### config.mk
export PLATFORM = sky130hd
export DESIGN_NAME = img_top
export DESIGN_NICKNAME = d
export VERILOG_FILES = /design/src/include/img_pkg.sv /design/src/rtl/img_flag.sv /design/src/rtl/img_top.sv
export SDC_FILE = /design/constraint.sdc
export NUM_CORES = 1
export LEC_CHECK = 0
export ABC_AREA = 1
export BUFFER_PORTS_ARGS = -buffer_cell sky130_fd_sc_hd__buf_4
export CAP_MARGIN = 20
export CORE_UTILIZATION = 45
export DETAILED_ROUTE_END_ITERATION = 7
export PLACE_DENSITY = 0.7
export SLEW_MARGIN = 20
export SYNTH_ARGS = -nofsm -noshare
export SYNTH_HDL_FRONTEND = slang
export SYNTH_SLANG_ARGS = --single-unit
### constraint.sdc
create_clock -name i_clk -period 1 [get_ports i_clk]
set_clock_uncertainty 0.15 [all_clocks]
set_input_delay 0.1 -clock i_clk [delete_from_list [all_inputs] [get_ports i_clk]]
set_output_delay 0.1 -clock i_clk [all_outputs]
set_load 0.02 [all_outputs]
### src/include/img_pkg.sv
// package: register map, field positions and carrier types of the interrupt mask block
package img_pkg;

  // register offsets (register index; byte address is four times the index)
  localparam logic [5:0] IMG_STATUS_IDX = 6'h05;
  localparam logic [5:0] IMG_MASK_IDX = 6'h04;
  localparam logic [5:0] IMG_SWRST_IDX = 6'h00;

  localparam int IMG_NUM_SRC = 16;
  localparam logic [15:0] IMG_MASK_RST = 16'h0000;
  localparam logic [15:0] IMG_STATUS_RST = 16'h0000;
  localparam logic [15:0] IMG_LIVE_BITS = 16'h7FFF;

  // field positions, shared by mask and status
  localparam int IMG_BIT_BUS_RETRY = 14;
  localparam int IMG_BIT_HEARTBEAT = 13;
  localparam int IMG_BIT_ADDR_TBL = 12;
  localparam int IMG_BIT_PROG = 11;
  localparam int IMG_BIT_RX_PKT = 10;
  localparam int IMG_BIT_TX_DONE = 9;
  localparam int IMG_BIT_TX_ERR = 8;
  localparam int IMG_BIT_TIMER = 7;
  localparam int IMG_BIT_RX_DESC = 6;
  localparam int IMG_BIT_RX_RSRC = 5;
  localparam int IMG_BIT_RX_AREA = 4;
  localparam int IMG_BIT_CHK_TALLY = 3;
  localparam int IMG_BIT_ALN_TALLY = 2;
  localparam int IMG_BIT_MISS_TALLY = 1;
  localparam int IMG_BIT_RX_OVR = 0;

  // software reset command bit in the control word
  localparam int IMG_BIT_SWRST = 7;

  typedef struct packed {
    logic [5:0] addr;
    logic [15:0] wdata;
    logic wr;
    logic rd;
  } img_bus_s;

  typedef struct packed {
    logic bus_retry;
    logic heartbeat_loss;
    logic addr_table_load_done;
    logic descriptor_irq_flag;
    logic rx_packet;
    logic tx_complete;
    logic tx_error;
    logic timer_wrap;
    logic rx_desc_empty;
    logic rx_resource_empty;
    logic rx_area_overflow;
    logic checksum_tally_wrap;
    logic alignment_tally_wrap;
    logic missed_tally_wrap;
    logic rx_fifo_overrun;
  } img_events_s;

endpackage : img_pkg

### src/rtl/img_flag.sv
// one sticky status flag with write-one-to-clear and set priority
`timescale 1ns/1ps
module img_flag (
  input wire logic i_clk,
  input wire logic i_rst_n,
  input wire logic i_set,
  input wire logic i_clr,
  output logic o_flag
);

  logic flag_q;
  logic flag_d;

  always_comb begin
    flag_d = flag_q;
    if (i_clr) begin
      flag_d = 1'b0;
    end
    // an event landing on the clear cycle must survive
    if (i_set) begin
      flag_d = 1'b1;
    end
  end

  always_ff @(posedge i_clk) begin
    if (!i_rst_n) begin
      flag_q <= 1'b0;
    end else begin
      flag_q <= flag_d;
    end
  end

  assign o_flag = flag_q;

endmodule : img_flag

### src/rtl/img_top.sv
// interrupt mask gating: enable mask, sticky status flags and the interrupt output
`timescale 1ns/1ps
module img_top (
  input wire logic i_clk,
  input wire logic i_rst_n,
  input wire logic [5:0] i_addr,
  input wire logic [15:0] i_wdata,
  input wire logic i_wr,
  input wire logic i_rd,
  input wire img_pkg::img_events_s i_events,
  output logic [15:0] o_rdata,
  output logic o_irq,
  output logic o_soft_reset
);

  img_pkg::img_bus_s bus;
  logic [15:0] evt_vec;
  logic [15:0] clr_vec;
  logic [15:0] status;
  logic [15:0] mask_q;
  logic [15:0] mask_d;
  logic [15:0] rdata_q;
  logic [15:0] rdata_d;
  logic irq_q;
  logic irq_d;
  logic soft_q;
  logic soft_d;
  logic wr_mask_hit;
  logic wr_status_hit;
  logic wr_swrst_hit;
  logic [15:0] mask_word;
  logic [15:0] status_word;

  // named views of the enable bits
  logic bus_retry_irq_on;
  logic heartbeat_loss_irq_on;
  logic addr_table_load_done_irq_on;
  logic programmed_irq_on;
  logic rx_packet_irq_on;
  logic tx_complete_irq_on;
  logic tx_error_irq_on;
  logic timer_wrap_irq_on;
  logic rx_desc_empty_irq_on;
  logic rx_resource_empty_irq_on;
  logic rx_area_overflow_irq_on;
  logic checksum_tally_wrap_irq_on;
  logic alignment_tally_wrap_irq_on;
  logic missed_tally_wrap_irq_on;
  logic rx_fifo_overrun_irq_on;

  // named views of the status flags
  logic bus_retry_flag;
  logic heartbeat_loss_flag;
  logic addr_table_load_done_flag;
  logic descriptor_irq_flag;
  logic rx_packet_flag;
  logic tx_complete_flag;
  logic tx_error_flag;
  logic timer_wrap_flag;
  logic rx_desc_empty_flag;
  logic rx_resource_empty_flag;
  logic rx_area_overflow_flag;
  logic checksum_tally_wrap_flag;
  logic alignment_tally_wrap_flag;
  logic missed_tally_wrap_flag;
  logic rx_fifo_overrun_flag;

  // per-source requests, each flag gated by its own enable
  logic bus_retry_req;
  logic heartbeat_loss_req;
  logic addr_table_load_done_req;
  logic programmed_req;
  logic rx_packet_req;
  logic tx_complete_req;
  logic tx_error_req;
  logic timer_wrap_req;
  logic rx_desc_empty_req;
  logic rx_resource_empty_req;
  logic rx_area_overflow_req;
  logic checksum_tally_wrap_req;
  logic alignment_tally_wrap_req;
  logic missed_tally_wrap_req;
  logic rx_fifo_overrun_req;

  assign bus.addr = i_addr;
  assign bus.wdata = i_wdata;
  assign bus.wr = i_wr;
  assign bus.rd = i_rd;

  // one decode per write target keeps the three write paths from drifting apart
  assign wr_mask_hit = bus.wr && bus.addr == img_pkg::IMG_MASK_IDX;
  assign wr_status_hit = bus.wr && bus.addr == img_pkg::IMG_STATUS_IDX;
  assign wr_swrst_hit = bus.wr && bus.addr == img_pkg::IMG_SWRST_IDX;

  // events come from logic on this clock, so they need no synchroniser
  always_comb begin
    evt_vec = 16'h0000;
    evt_vec[img_pkg::IMG_BIT_BUS_RETRY] = i_events.bus_retry;
    evt_vec[img_pkg::IMG_BIT_HEARTBEAT] = i_events.heartbeat_loss;
    evt_vec[img_pkg::IMG_BIT_ADDR_TBL] = i_events.addr_table_load_done;
    evt_vec[img_pkg::IMG_BIT_PROG] = i_events.descriptor_irq_flag;
    evt_vec[img_pkg::IMG_BIT_RX_PKT] = i_events.rx_packet;
    evt_vec[img_pkg::IMG_BIT_TX_DONE] = i_events.tx_complete;
    evt_vec[img_pkg::IMG_BIT_TX_ERR] = i_events.tx_error;
    evt_vec[img_pkg::IMG_BIT_TIMER] = i_events.timer_wrap;
    evt_vec[img_pkg::IMG_BIT_RX_DESC] = i_events.rx_desc_empty;
    evt_vec[img_pkg::IMG_BIT_RX_RSRC] = i_events.rx_resource_empty;
    evt_vec[img_pkg::IMG_BIT_RX_AREA] = i_events.rx_area_overflow;
    evt_vec[img_pkg::IMG_BIT_CHK_TALLY] = i_events.checksum_tally_wrap;
    evt_vec[img_pkg::IMG_BIT_ALN_TALLY] = i_events.alignment_tally_wrap;
    evt_vec[img_pkg::IMG_BIT_MISS_TALLY] = i_events.missed_tally_wrap;
    evt_vec[img_pkg::IMG_BIT_RX_OVR] = i_events.rx_fifo_overrun;
  end

  // write one clears; a zero bit leaves the flag alone
  always_comb begin
    clr_vec = 16'h0000;
    if (wr_status_hit) begin
      clr_vec = bus.wdata & img_pkg::IMG_LIVE_BITS;
    end
  end

  // software reset does not reach the flags, only the hardware reset does
  genvar g;
  generate
    for (g = 0; g < img_pkg::IMG_NUM_SRC; g++) begin : g_flag
      img_flag u_flag (
        .i_clk(i_clk),
        .i_rst_n(i_rst_n),
        .i_set(evt_vec[g]),
        .i_clr(clr_vec[g]),
        .o_flag(status[g])
      );
    end
  endgenerate

  // bit 15 has a flag cell but no event, so it can never set
  assign bus_retry_flag = status[img_pkg::IMG_BIT_BUS_RETRY];
  assign heartbeat_loss_flag = status[img_pkg::IMG_BIT_HEARTBEAT];
  assign addr_table_load_done_flag = status[img_pkg::IMG_BIT_ADDR_TBL];
  assign descriptor_irq_flag = status[img_pkg::IMG_BIT_PROG];
  assign rx_packet_flag = status[img_pkg::IMG_BIT_RX_PKT];
  assign tx_complete_flag = status[img_pkg::IMG_BIT_TX_DONE];
  assign tx_error_flag = status[img_pkg::IMG_BIT_TX_ERR];
  assign timer_wrap_flag = status[img_pkg::IMG_BIT_TIMER];
  assign rx_desc_empty_flag = status[img_pkg::IMG_BIT_RX_DESC];
  assign rx_resource_empty_flag = status[img_pkg::IMG_BIT_RX_RSRC];
  assign rx_area_overflow_flag = status[img_pkg::IMG_BIT_RX_AREA];
  assign checksum_tally_wrap_flag = status[img_pkg::IMG_BIT_CHK_TALLY];
  assign alignment_tally_wrap_flag = status[img_pkg::IMG_BIT_ALN_TALLY];
  assign missed_tally_wrap_flag = status[img_pkg::IMG_BIT_MISS_TALLY];
  assign rx_fifo_overrun_flag = status[img_pkg::IMG_BIT_RX_OVR];

  // mask: bit 15 is cleared on every write and by reset, so it always reads zero
  always_comb begin
    mask_d = mask_q;
    if (wr_mask_hit) begin
      mask_d = bus.wdata & img_pkg::IMG_LIVE_BITS;
    end
  end

  always_ff @(posedge i_clk) begin
    if (!i_rst_n) begin
      mask_q <= img_pkg::IMG_MASK_RST;
    end else begin
      mask_q <= mask_d;
    end
  end

  // one enable bit per source
  assign bus_retry_irq_on = mask_q[img_pkg::IMG_BIT_BUS_RETRY];
  assign heartbeat_loss_irq_on = mask_q[img_pkg::IMG_BIT_HEARTBEAT];
  assign addr_table_load_done_irq_on = mask_q[img_pkg::IMG_BIT_ADDR_TBL];
  assign programmed_irq_on = mask_q[img_pkg::IMG_BIT_PROG];
  assign rx_packet_irq_on = mask_q[img_pkg::IMG_BIT_RX_PKT];
  assign tx_complete_irq_on = mask_q[img_pkg::IMG_BIT_TX_DONE];
  assign tx_error_irq_on = mask_q[img_pkg::IMG_BIT_TX_ERR];
  assign timer_wrap_irq_on = mask_q[img_pkg::IMG_BIT_TIMER];
  assign rx_desc_empty_irq_on = mask_q[img_pkg::IMG_BIT_RX_DESC];
  assign rx_resource_empty_irq_on = mask_q[img_pkg::IMG_BIT_RX_RSRC];
  assign rx_area_overflow_irq_on = mask_q[img_pkg::IMG_BIT_RX_AREA];
  assign checksum_tally_wrap_irq_on = mask_q[img_pkg::IMG_BIT_CHK_TALLY];
  assign alignment_tally_wrap_irq_on = mask_q[img_pkg::IMG_BIT_ALN_TALLY];
  assign missed_tally_wrap_irq_on = mask_q[img_pkg::IMG_BIT_MISS_TALLY];
  assign rx_fifo_overrun_irq_on = mask_q[img_pkg::IMG_BIT_RX_OVR];

  // a source reaches the output only through its own enable
  assign bus_retry_req = bus_retry_flag & bus_retry_irq_on;
  assign heartbeat_loss_req = heartbeat_loss_flag & heartbeat_loss_irq_on;
  assign addr_table_load_done_req = addr_table_load_done_flag & addr_table_load_done_irq_on;
  assign programmed_req = descriptor_irq_flag & programmed_irq_on;
  assign rx_packet_req = rx_packet_flag & rx_packet_irq_on;
  assign tx_complete_req = tx_complete_flag & tx_complete_irq_on;
  assign tx_error_req = tx_error_flag & tx_error_irq_on;
  assign timer_wrap_req = timer_wrap_flag & timer_wrap_irq_on;
  assign rx_desc_empty_req = rx_desc_empty_flag & rx_desc_empty_irq_on;
  assign rx_resource_empty_req = rx_resource_empty_flag & rx_resource_empty_irq_on;
  assign rx_area_overflow_req = rx_area_overflow_flag & rx_area_overflow_irq_on;
  assign checksum_tally_wrap_req = checksum_tally_wrap_flag & checksum_tally_wrap_irq_on;
  assign alignment_tally_wrap_req = alignment_tally_wrap_flag & alignment_tally_wrap_irq_on;
  assign missed_tally_wrap_req = missed_tally_wrap_flag & missed_tally_wrap_irq_on;
  assign rx_fifo_overrun_req = rx_fifo_overrun_flag & rx_fifo_overrun_irq_on;

  // gate each flag with its enable; recomputed every cycle
  // the output is registered, so it lags the flag by one cycle
  always_comb begin
    // a held event level re-sets its flag every cycle, so a clear only sticks once it drops
    irq_d = bus_retry_req |
      heartbeat_loss_req |
      addr_table_load_done_req |
      programmed_req |
      rx_packet_req |
      tx_complete_req |
      tx_error_req |
      timer_wrap_req |
      rx_desc_empty_req |
      rx_resource_empty_req |
      rx_area_overflow_req |
      checksum_tally_wrap_req |
      alignment_tally_wrap_req |
      missed_tally_wrap_req |
      rx_fifo_overrun_req;
  end

  always_ff @(posedge i_clk) begin
    if (!i_rst_n) begin
      irq_q <= 1'b0;
    end else begin
      irq_q <= irq_d;
    end
  end

  // software reset pulse, one cycle per write of the command bit
  always_comb begin
    soft_d = 1'b0;
    if (wr_swrst_hit) begin
      soft_d = bus.wdata[img_pkg::IMG_BIT_SWRST];
    end
  end

  always_ff @(posedge i_clk) begin
    if (!i_rst_n) begin
      soft_q <= 1'b0;
    end else begin
      soft_q <= soft_d;
    end
  end

  // read words rebuilt from the named bits; the spare top bit is a hard zero
  assign mask_word = {
    1'b0,
    bus_retry_irq_on,
    heartbeat_loss_irq_on,
    addr_table_load_done_irq_on,
    programmed_irq_on,
    rx_packet_irq_on,
    tx_complete_irq_on,
    tx_error_irq_on,
    timer_wrap_irq_on,
    rx_desc_empty_irq_on,
    rx_resource_empty_irq_on,
    rx_area_overflow_irq_on,
    checksum_tally_wrap_irq_on,
    alignment_tally_wrap_irq_on,
    missed_tally_wrap_irq_on,
    rx_fifo_overrun_irq_on
  };

  assign status_word = {
    1'b0,
    bus_retry_flag,
    heartbeat_loss_flag,
    addr_table_load_done_flag,
    descriptor_irq_flag,
    rx_packet_flag,
    tx_complete_flag,
    tx_error_flag,
    timer_wrap_flag,
    rx_desc_empty_flag,
    rx_resource_empty_flag,
    rx_area_overflow_flag,
    checksum_tally_wrap_flag,
    alignment_tally_wrap_flag,
    missed_tally_wrap_flag,
    rx_fifo_overrun_flag
  };

  // read data stand only in the cycle after the read strobe; unmapped reads zero
  always_comb begin
    rdata_d = 16'h0000;
    if (bus.rd) begin
      unique case (bus.addr)
        img_pkg::IMG_MASK_IDX: begin
          rdata_d = mask_word;
        end
        img_pkg::IMG_STATUS_IDX: begin
          rdata_d = status_word;
        end
        // an unmapped index is not an error, it just reads zero
        default: begin
          rdata_d = 16'h0000;
        end
      endcase
    end
  end

  always_ff @(posedge i_clk) begin
    if (!i_rst_n) begin
      rdata_q <= 16'h0000;
    end else begin
      rdata_q <= rdata_d;
    end
  end

  assign o_rdata = rdata_q;
  assign o_irq = irq_q;
  assign o_soft_reset = soft_q;

endmodule : img_top

# Word level (Yosys, flattened, before mapping)
# Index checks and enable logic that the tools add are counted.
# word_totals
latchBits,0
mem_count,0
ram_bits,0
rom_bits,0
word_cells,103
reg_bits,48
output_inout_bits,18
# op_classes
n_mul,0
n_lt_le_gt_ge,0
n_div,0
n_bitwise,29
n_addsub,0
eq_ne,2
n_mux,32
reduce_logical,21
shift,0
# op_table
op,count
1-bit two-way mux,30
15-bit case mux with 2 select lines,1
2-bit nonzero test,15
1-bit AND,15
15-bit two-way mux,1
1-bit OR,14
6-bit by 3-bit == test with 1-bit output (second input constant),2
6-bit zero test,1
2-bit AND reduction,2
1-bit logical AND,3

# Longest topological paths before layout
# Gate-level depths: netlist of the first run.
# depth
depth_word,15
mapped_depth,9

# Modules after synthesis
# Synthesis of the first run repeated with hierarchy kept, for this count alone.
# unflattened
cells_unflattened,324
hier_area_um2,2260.9
# by_module_without_submodules
mod,area_each_um2,seq_area_each_um2,n_inst,cells_per_inst
img_top,1604.0,640.6,1,234
img_flag,43.8,20.0,15,6

# Worst setup path after synthesis of the first run
# No wires, ideal clock.
# synth_timing
path_type,input to register
startpoint,in i_addr[1]
endpoint,reg mask_q[0]
cell_stages,7
required_time_ns,0.737
arrival_time_ns,0.849
setup_ns,0.113
slack_ns,-0.113
path_cell_list,nor2_1 -> nand2_2 -> nor2_8 -> nand2_4 -> buf_6 -> o21ai_1 -> nor2_1
# synth_between
elab_chain_len,2
# synth_lines
item,line,text
"start, declared",img_top.sv:6,"input wire logic [5:0] i_addr,"
6-bit by 3-bit == test with 1-bit output,img_top.sv:91,assign wr_mask_hit = bus.wr && bus.addr == img_pkg::IMG_MASK_IDX;
1-bit logical AND,img_top.sv:91,
"end signal, assigned",img_top.sv:164,mask_q <= img_pkg::IMG_MASK_RST;
"end signal, assigned",img_top.sv:166,mask_q <= mask_d;
"end, declared",img_top.sv:20,logic [15:0] mask_q;
# Every way passes these cells.
# A chain may end at the register's enable or synchronous reset.

# Worst setup path in the final report of the first run
# layout_timing
startpoint,reg g_flag[9].u_flag.flag_q
endpoint,"reg irq_q, in the netlist o_irq"
# layout_between
elab_chain_len,11
# layout_lines
item,line,text
"start, declared",img_flag.sv:11,logic flag_q;
"start signal, assigned",img_flag.sv:29,flag_q <= flag_d;
1-bit AND,img_top.sv:193,assign tx_complete_req = tx_complete_flag & tx_complete_irq_on;
1-bit OR,img_top.sv:212,rx_packet_req |
1-bit OR,img_top.sv:213,tx_complete_req |
1-bit OR,img_top.sv:214,tx_error_req |
1-bit OR,img_top.sv:215,timer_wrap_req |
1-bit OR,img_top.sv:216,rx_desc_empty_req |
1-bit OR,img_top.sv:217,rx_resource_empty_req |
1-bit OR,img_top.sv:218,rx_area_overflow_req |
1-bit OR,img_top.sv:219,checksum_tally_wrap_req |
1-bit OR,img_top.sv:220,alignment_tally_wrap_req |
1-bit OR,img_top.sv:221,missed_tally_wrap_req |
"end signal, assigned",img_top.sv:229,irq_q <= irq_d;
"end, declared",img_top.sv:24,logic irq_q;
# Every way passes these cells.

==> summary.md, run 1 <==
| Metric | Value |
|---|---|
| Run status | complete, but fails checks |
| Failing checks | hold timing, setup timing |
| DRC violations left | 0 |
| Net total in the final layout | 416 |
| Worst setup SP type | flip-flop |
| Top_reg_cell synth | sky130_fd_sc_hd__dfxtp_1 |
| MaxCap Viol Count | 0 |
| I/O pins | 59 |
| Cell breakdown of the critical path | nand2_1, nand2_1, nor2_1, nand4_1, nor2_1, nor2_1 |
| Hold bufs inserted after CTS | 32 |
| Area post-placement | 2620 um^2 |
| Cells taking the most area after synthesis | sky130_fd_sc_hd__dfxtp_1, sky130_fd_sc_hd__nand2_1, sky130_fd_sc_hd__a21oi_1 |
| Period utilisation layout | 126% |
| Critical path arrival | 1300 ps |
| RSZ-0062 raised after global routing | yes |
| Clk pin slew, worst setup/hold paths | 90 ps |
| Cell with the largest stage delay on the worst path | sky130_fd_sc_hd__dfxtp_2 |
| Routed wire length | 6160 um |
| Family with the most delay on the worst path | simple AND/OR/NAND/NOR gates |
| Critical register-to-register path endpoint | o_irq |
| Final setup violation count | 1 |
| Layout cell share with drive strength beyond 1 | 37.2% |
| Maximum count of clock buffers along a single path | 2 |
| Leak Pwr | 0.00146 uW |
| Number of stages on the worst setup path | 6 |
| Capturing element type of the critical path | flip-flop |
| Share of synthesized flip-flops with an asynchronous set or reset | 0% |
| Final Core Density | 80.0% |
| Post-synthesis sequential area ratio | 48.8% |
| Power density cells | 1160 nW/um^2 |
| DP HPWL | 3500 um |
| Horizontal die dimension | 67.5 um |
| Critical path peak fanout | 2 |
| Post-synthesis net count | 303 |
| Total routing resource utilization after global routing | 26.1% |
| Number of storage elements in the synthesis netlist | 47 |
| Post-DRT Antenna Nets | 0 |
| Port Buffers | 56 |
| Reg2reg path depth | 6 |
| Vias/cell | 5.20 |
| Row count | 23 |
| CP endpoint | o_irq |
| Register-to-register setup slack | -260 ps |
| Clock sink total | 47 |
| Cell with the most instances after synthesis | sky130_fd_sc_hd__nand2_1 |
| Residual overflow from global routing | 0 |
| Critical path class | reg -> reg |
| Commonest cells in the netlist | sky130_fd_sc_hd__nand2_1, sky130_fd_sc_hd__dfxtp_1, sky130_fd_sc_hd__nor2_1, sky130_fd_sc_hd__a21oi_1, sky130_fd_sc_hd__inv_1 |
| Number of antenna cells inserted | 0 |
| Standard cell core area | 4060 um^2 |
| Routed vias | 2215 |
| Number of enable flip-flop cells after synthesis | 0 |
| Setup repair bufs after CTS | 0 |
| Final Hold Fails | 1 |
| Maximum ir drop on the vdd rail | 0.823 mV |
| Global-route wire length before repair | 8810 um |
| Required @ worst endpoint | 1030 ps |
| CP dominant cell by count | sky130_fd_sc_hd__nor2_1 |
| Mapped cell area | 1930 um^2 |
| Final Max Tran Viols | 0 |
| Gp weighted congestion | 0.781 |
| Final Total Pwr | 3780 uW |
| Worst setup path start | g_flag[9].u_flag.o_flag |
| Fmax | 791 MHz |
| Count of buffer and inverter cells on the critical path | 0 |
| First drt pass iteration count | 4 |
| CTS tree | yes |
| Largest stage delay, worst path | 340 ps |
| Area fraction of the dominant cell type after synthesis | 48.8% |
| Die area | 4550 um^2 |
| Synth cell types | 21 |
| Growth of design area from synthesis to finish | 68.2% |
| Effective utilization at floorplan | 47.5% |
| Antenna violations before repair | 0 |
| Drt initial violations | 232 |
| H-tree levels | 2 |
| Yosys synthesis warning count | 0 |
| Hold WS | -41.8 ps |
| Per-instance average area after synthesis | 7.36 um^2 |
| Final critical path time including I/O delays and setup | 1260 ps |
| Root cell of the clock tree | sky130_fd_sc_hd__clkbuf_8 |
| Number of cells produced by synthesis | 262 |
| Final design area excluding fillers | 3250 um^2 |
| Via count of the first global-routing pass | 1962 |
| Leading area contributor after synthesis | sky130_fd_sc_hd__dfxtp_1 |
| Inserted Clock Buffers | 5 |
| Worst r2r src | g_flag[9].u_flag.o_flag |
| Maximum number of pins on one net before global-route repair | 31 |
| Worst Hold Class | in -> reg |
| PnR worst setup slack | -265 ps |
| Clock latency at the later pin of the worst-skew pair | 290 ps |
| Height of the die | 67.5 um |
| Per-cell routed wire length | 14.5 um |
cells in the final DEF, fill, tap and decap left out, types with 15 or more instances in the layout:
master	n
sky130_fd_sc_hd__nor2_1	35
sky130_fd_sc_hd__buf_4	67
sky130_fd_sc_hd__buf_6	17
sky130_fd_sc_hd__dfxtp_1	28
sky130_fd_sc_hd__dlygate4sd3_1	29
sky130_fd_sc_hd__nand3_1	15
sky130_fd_sc_hd__dfxtp_2	19
sky130_fd_sc_hd__a21oi_1	21
sky130_fd_sc_hd__nand4_1	18
sky130_fd_sc_hd__nand2_1	50
sky130_fd_sc_hd__inv_1	19
kinds of logic (layout without fill, tap and decap cells):
logic type / Yosys count / count (layout) / share of synthesized area (%)
DFF: 47 / 47 / 48.8
other: 1 / 1 / 0.194
and+or+nand+nor: 131 / 131 / 30.4
AOI/OAI and AO/OA: 44 / 44 / 11.4
buffers and inverters: 39 / 153 / 9.21
state kept, by name, indices dropped and copies added (netlist names):
register              flops
mask_q                   15
o_irq                     1
o_soft_reset              1
g_flag.u_flag.o_flag     15
o_rdata                  15
power breakdown:
part / switching [uW] / leakage (uW) / total (uW) / internal (uW)
Combinational: 249 / 0.00101 / 566 / 317
Sequential: 35.5 / 0.000392 / 1960 / 1920
Clock: 623 / 0.0000515 / 1260 / 632
Total: 908 / 0.00146 / 3780 / 2870
per-layer routing:
layer	global-route usage, %	up-vias	part of all wire (%)
li1	-	1075	-
met2	44.6	112	51
met4	7.98	0	1.1
met3	4.05	7	7.6
met5	0	-	0
met1	33.5	1021	41
how the worst min path moves through the flow:
| stage | cells past startpoint | endpoint | start |
|---|---|---|---|
| floorplan | 1 | o_soft_reset | i_addr[2] |
| global placement | 2 | o_soft_reset | i_addr[2] |
| detailed placement | 2 | o_soft_reset | i_addr[2] |
| CTS | 4 | o_soft_reset | i_addr[4] |
| global route | 3 | o_soft_reset | i_rst_n |
| finish | 4 | o_soft_reset | i_addr[4] |
repair_timing:
action,in CTS,in global routing
endpoints found under the hold margin,31,1
setup endpoints to repair,4,32
resized for setup,7,51
pin swaps,0,17
gates cloned,0,2
tightest hold or removal path: stages:
cell and delay, ps:
sky130_fd_sc_hd__buf_4 90, sky130_fd_sc_hd__nor2_1 40, sky130_fd_sc_hd__nand4_1 90, sky130_fd_sc_hd__nor4_1 50
area by class of cell:
| class | instances | area (um^2) |
|---|---|---|
| Timing Repair Buffer | 121 | 1130 |
| Sequential cell | 47 | 965 |
| Clock buffer | 8 | 100 |
| Multi-Input combinational cell | 176 | 888 |
| Tap cell | 50 | 62.6 |
| Fill cell | 277 | 812 |
| Inverter | 24 | 97.6 |
through the flow:
step	TNS, ps	worst slack (ps)	cells
final	-265	-265	426
after global routing	-614	-265	426
after CTS	-114	-114	425
after detailed placement	-8730	-243	385
after global placement	-7910	-225	385
after floorplan	-414	-48.2	262
Power figures use the tool's default switching activity.
==> run 2: changes to the inputs <==
--- a/config.mk
+++ b/config.mk
@@ -10,7 +10,8 @@
 export CAP_MARGIN = 20
 export CORE_UTILIZATION = 45
 export DETAILED_ROUTE_END_ITERATION = 7
-export PLACE_DENSITY = 0.7
+export MAX_ROUTING_LAYER = met4
+export PLACE_DENSITY = 0.67
 export SLEW_MARGIN = 20
 export SYNTH_ARGS = -nofsm -noshare
 export SYNTH_HDL_FRONTEND = slang
==> constraint.sdc (replaced) <==
create_clock -name i_clk -period 1.4 [get_ports i_clk]
set_clock_uncertainty 0.15 [all_clocks]
set_input_delay 0.14 -clock i_clk [delete_from_list [all_inputs] [get_ports i_clk]]
set_output_delay 0.14 -clock i_clk [all_outputs]
set_load 0.02 [all_outputs]
==> run 2 against run 1 <==
Compared with the run above: the flow now finishes without violations; cell area is 12% lower; utilization is 9.6 points lower; combinational power is 41% lower; global-route usage is 0.20 points lower; die area stayed put; wire length is 15% lower; critical endpoint is now o_soft_reset.
==> summary.md, run 2 (synthesis gave the netlist of run 1 again) <==
| Metric | Value |
|---|---|
| Run status | complete, no violations (was complete, but fails checks) |
| Hold bufs inserted after CTS | 35 (was 32) |
| Clk pin slew, worst setup/hold paths | 80 ps (was 90 ps) |
| Area taken by flip-flops and latches | 941 um^2 (was 965 um^2) |
| Final Hold Fails | 0 (was 1) |
| Via count of the first global-routing pass | 1914 (was 1962) |
| Standard cell core area | 4060 um^2 (unchanged) |
| DRC violations left | 0 (unchanged) |
| Effective utilization at floorplan | 47.5% (unchanged) |
| Post-DRT Antenna Nets | 0 (unchanged) |
| Drt initial violations | 143 (was 232) |
| I/O pins | 59 (unchanged) |
| Layout fillers | 367 (was 277) |
| Net total in the final layout | 394 (was 416) |
| CTS tree | yes (unchanged) |
| First drt pass iteration count | 4 (unchanged) |
| Power density cells | 914 nW/um^2 (was 1160 nW/um^2) |
| Leak Pwr | 0.00128 uW (was 0.00146 uW) |
| Fmax | 833 MHz |
| H-tree levels | 2 (unchanged) |
| Number of resized instances in the post-cts repair step | 0 (was 7) |
| Setup Total Neg Slack | 0 ps (was -265 ps) |
| Worst Hold Class | in -> reg (unchanged) |
| Relative contribution of combinational cells to total power | 12.7% (was 15.0%) |
| Gp weighted congestion | 0.813 (was 0.781) |
| Total routing resource utilization after global routing | 25.9% (was 26.1%) |
| Cell breakdown of the critical path | buf_4, nor2_1, dlygate4sd3_1, nand4_1, nor4_1 (was nand2_1, nand2_1, nor2_1, nand4_1, nor2_1, nor2_1) |
| Cell with the largest stage delay on the worst path | sky130_fd_sc_hd__dlygate4sd3_1 (was sky130_fd_sc_hd__dfxtp_2) |
| Clock share of power | 33.7% (was 33.2%) |
| Critical path arrival | 1250 ps (was 1300 ps) |
| Height of the die | 67.5 um (unchanged) |
| Sequential Power Share | 53.5% (was 51.8%) |
| Growth of design area from synthesis to finish | 48.1% (was 68.2%) |
| Layout cell share with drive strength beyond 1 | 22.0% (was 37.2%) |
| Inserted Clock Buffers | 5 (unchanged) |
| Count of buffer and inverter cells on the critical path | 2 (was 0) |
| Total area of multi-input combinational cells | 816 um^2 (was 888 um^2) |
| Capturing element type of the critical path | flip-flop (unchanged) |
| Largest stage delay, worst path | 590 ps (was 340 ps) |
| Final critical path time including I/O delays and setup | 1200 ps |
| Row count | 23 (unchanged) |
| Clock latency at the later pin of the worst-skew pair | 290 ps (about the same) |
| DP HPWL | 3050 um (was 3500 um) |
| Final Total Pwr | 2610 uW (was 3780 uW) |
| Residual overflow from global routing | 0 (unchanged) |
| Maximum ir drop on the vdd rail | 0.626 mV (was 0.823 mV) |
| Critical path class | in -> reg (was reg -> reg) |
| Final Max Tran Viols | 0 (unchanged) |
| Number of antenna cells inserted | 0 (unchanged) |
| Leading cell types in the layout, fill and taps excluded | sky130_fd_sc_hd__buf_4, sky130_fd_sc_hd__nand2_1, sky130_fd_sc_hd__dfxtp_1 (was sky130_fd_sc_hd__buf_4, sky130_fd_sc_hd__nand2_1, sky130_fd_sc_hd__nor2_1) |
| Root cell of the clock tree | sky130_fd_sc_hd__clkbuf_8 (unchanged) |
| Global-route wire length before repair | 8480 um (was 8810 um) |
| Internal Dissipation | 2010 uW (was 2870 uW) |
| Maximum number of pins on one net before global-route repair | 31 (unchanged) |
| Antenna violations before repair | 0 (unchanged) |
| Critical path peak fanout | 2 (unchanged) |
| MaxCap Viol Count | 0 (unchanged) |
| Per-cell routed wire length | 12.9 um (was 14.5 um) |
| Routed vias | 2040 (was 2215) |
| Worst setup SP type | primary input (was flip-flop) |
| Maximum count of clock buffers along a single path | 2 (unchanged) |
| Horizontal die dimension | 67.5 um (unchanged) |
| Port Buffers | 56 (unchanged) |
| Setup repair bufs after CTS | 0 (unchanged) |
| RSZ-0062 raised after global routing | no (was yes) |
| Family with the most delay on the worst path | buffers and inverters (was simple AND/OR/NAND/NOR gates) |
| Fraction of power spent switching nets | 23.2% (was 24.0%) |
| Required @ worst endpoint | 1450 ps (was 1030 ps) |
| Clock sink total | 47 (unchanged) |
| Period utilisation layout | 85.8% |
| Net Sw Power | 606 uW (was 908 uW) |
| Die area | 4550 um^2 (unchanged) |
| Most common library cell in the layout ignoring fill and taps | sky130_fd_sc_hd__buf_4 (unchanged) |
| Routed wire length | 5220 um (was 6160 um) |
| Vias/cell | 5.05 (was 5.20) |
| Final setup violation count | 0 (was 1) |
run 2: cell count changes in the layout (fill, tap and decap cells not counted), sizes merged:
cell          delta
clkbuf           -2
dlymetal6s4s     -3
clkinv           +1
inv              -1
dlygate4sd3      +6
buf             -23
run 2: final timing paths:
path | from | to | slack (ps) | cells after the start
worst min-delay path | i_wr | o_soft_reset | 40 | 3
worst min register to register | mask_q[6] | o_rdata[6] | 330 | 2
worst max register to register | g_flag[9].u_flag.o_flag | o_irq | 310 | 6
worst max-delay path | i_addr[1] | o_soft_reset | 200 | 5
run 2: layout make-up:
type	count	share of cell area [%]
repair buffers	99	29.5
inverters	24	3.33
multi-input cells	176	28.5
clock buffers	8	3.50
flip-flops and latches	47	32.9
well taps	50	2.19
run 2: worst register-to-register path, cell delays in order, from the launching register on:
cell and delay [ps]:
sky130_fd_sc_hd__dfxtp_1 340, sky130_fd_sc_hd__nand2_1 110, sky130_fd_sc_hd__nand2_1 60, sky130_fd_sc_hd__nor2_1 80
sky130_fd_sc_hd__nand4_1 100, sky130_fd_sc_hd__nor2_1 110, sky130_fd_sc_hd__nor2_1 50
run 2: per-layer routing:
layer	wire length, um	up-vias	part of all wire (%)	GRT usage (%)
met5	0	-	0	-
met4	68	0	1.3	6.65
met3	278	8	5.3	6.25
met2	2590	66	50	45.0
met1	2290	936	44	29.5
li1	-	1030	-	-
run 2: power by group through the flow:
stage                     sequential [uW]  combinational [uW]  clock [uW]
after detailed placement             1430                 248           0
after floorplan                      1420                 110           0
after global routing                 1400                 362         949
after CTS                            1400                 325         892
final                                1400                 333         882
after global placement               1430                 245           0
run 2: through the flow:
stage | util, % | instance area (um^2) | setup WS [ps] | hold WS, ps | instances
2_1_floorplan | - | 1930 | 247 | 66.2 | 262
3_3_place_gp | 59.3 | 2410 | 63.3 | 175 | 361
3_5_place_dp | 59.3 | 2410 | 50.4 | 178 | 361
4_1_cts | 70.4 | 2860 | 226 | 18.5 | 404
5_1_grt | 70.4 | 2860 | 70.3 | 41.1 | 404
6_report | 70.4 | 2860 | 199 | 36.1 | 404
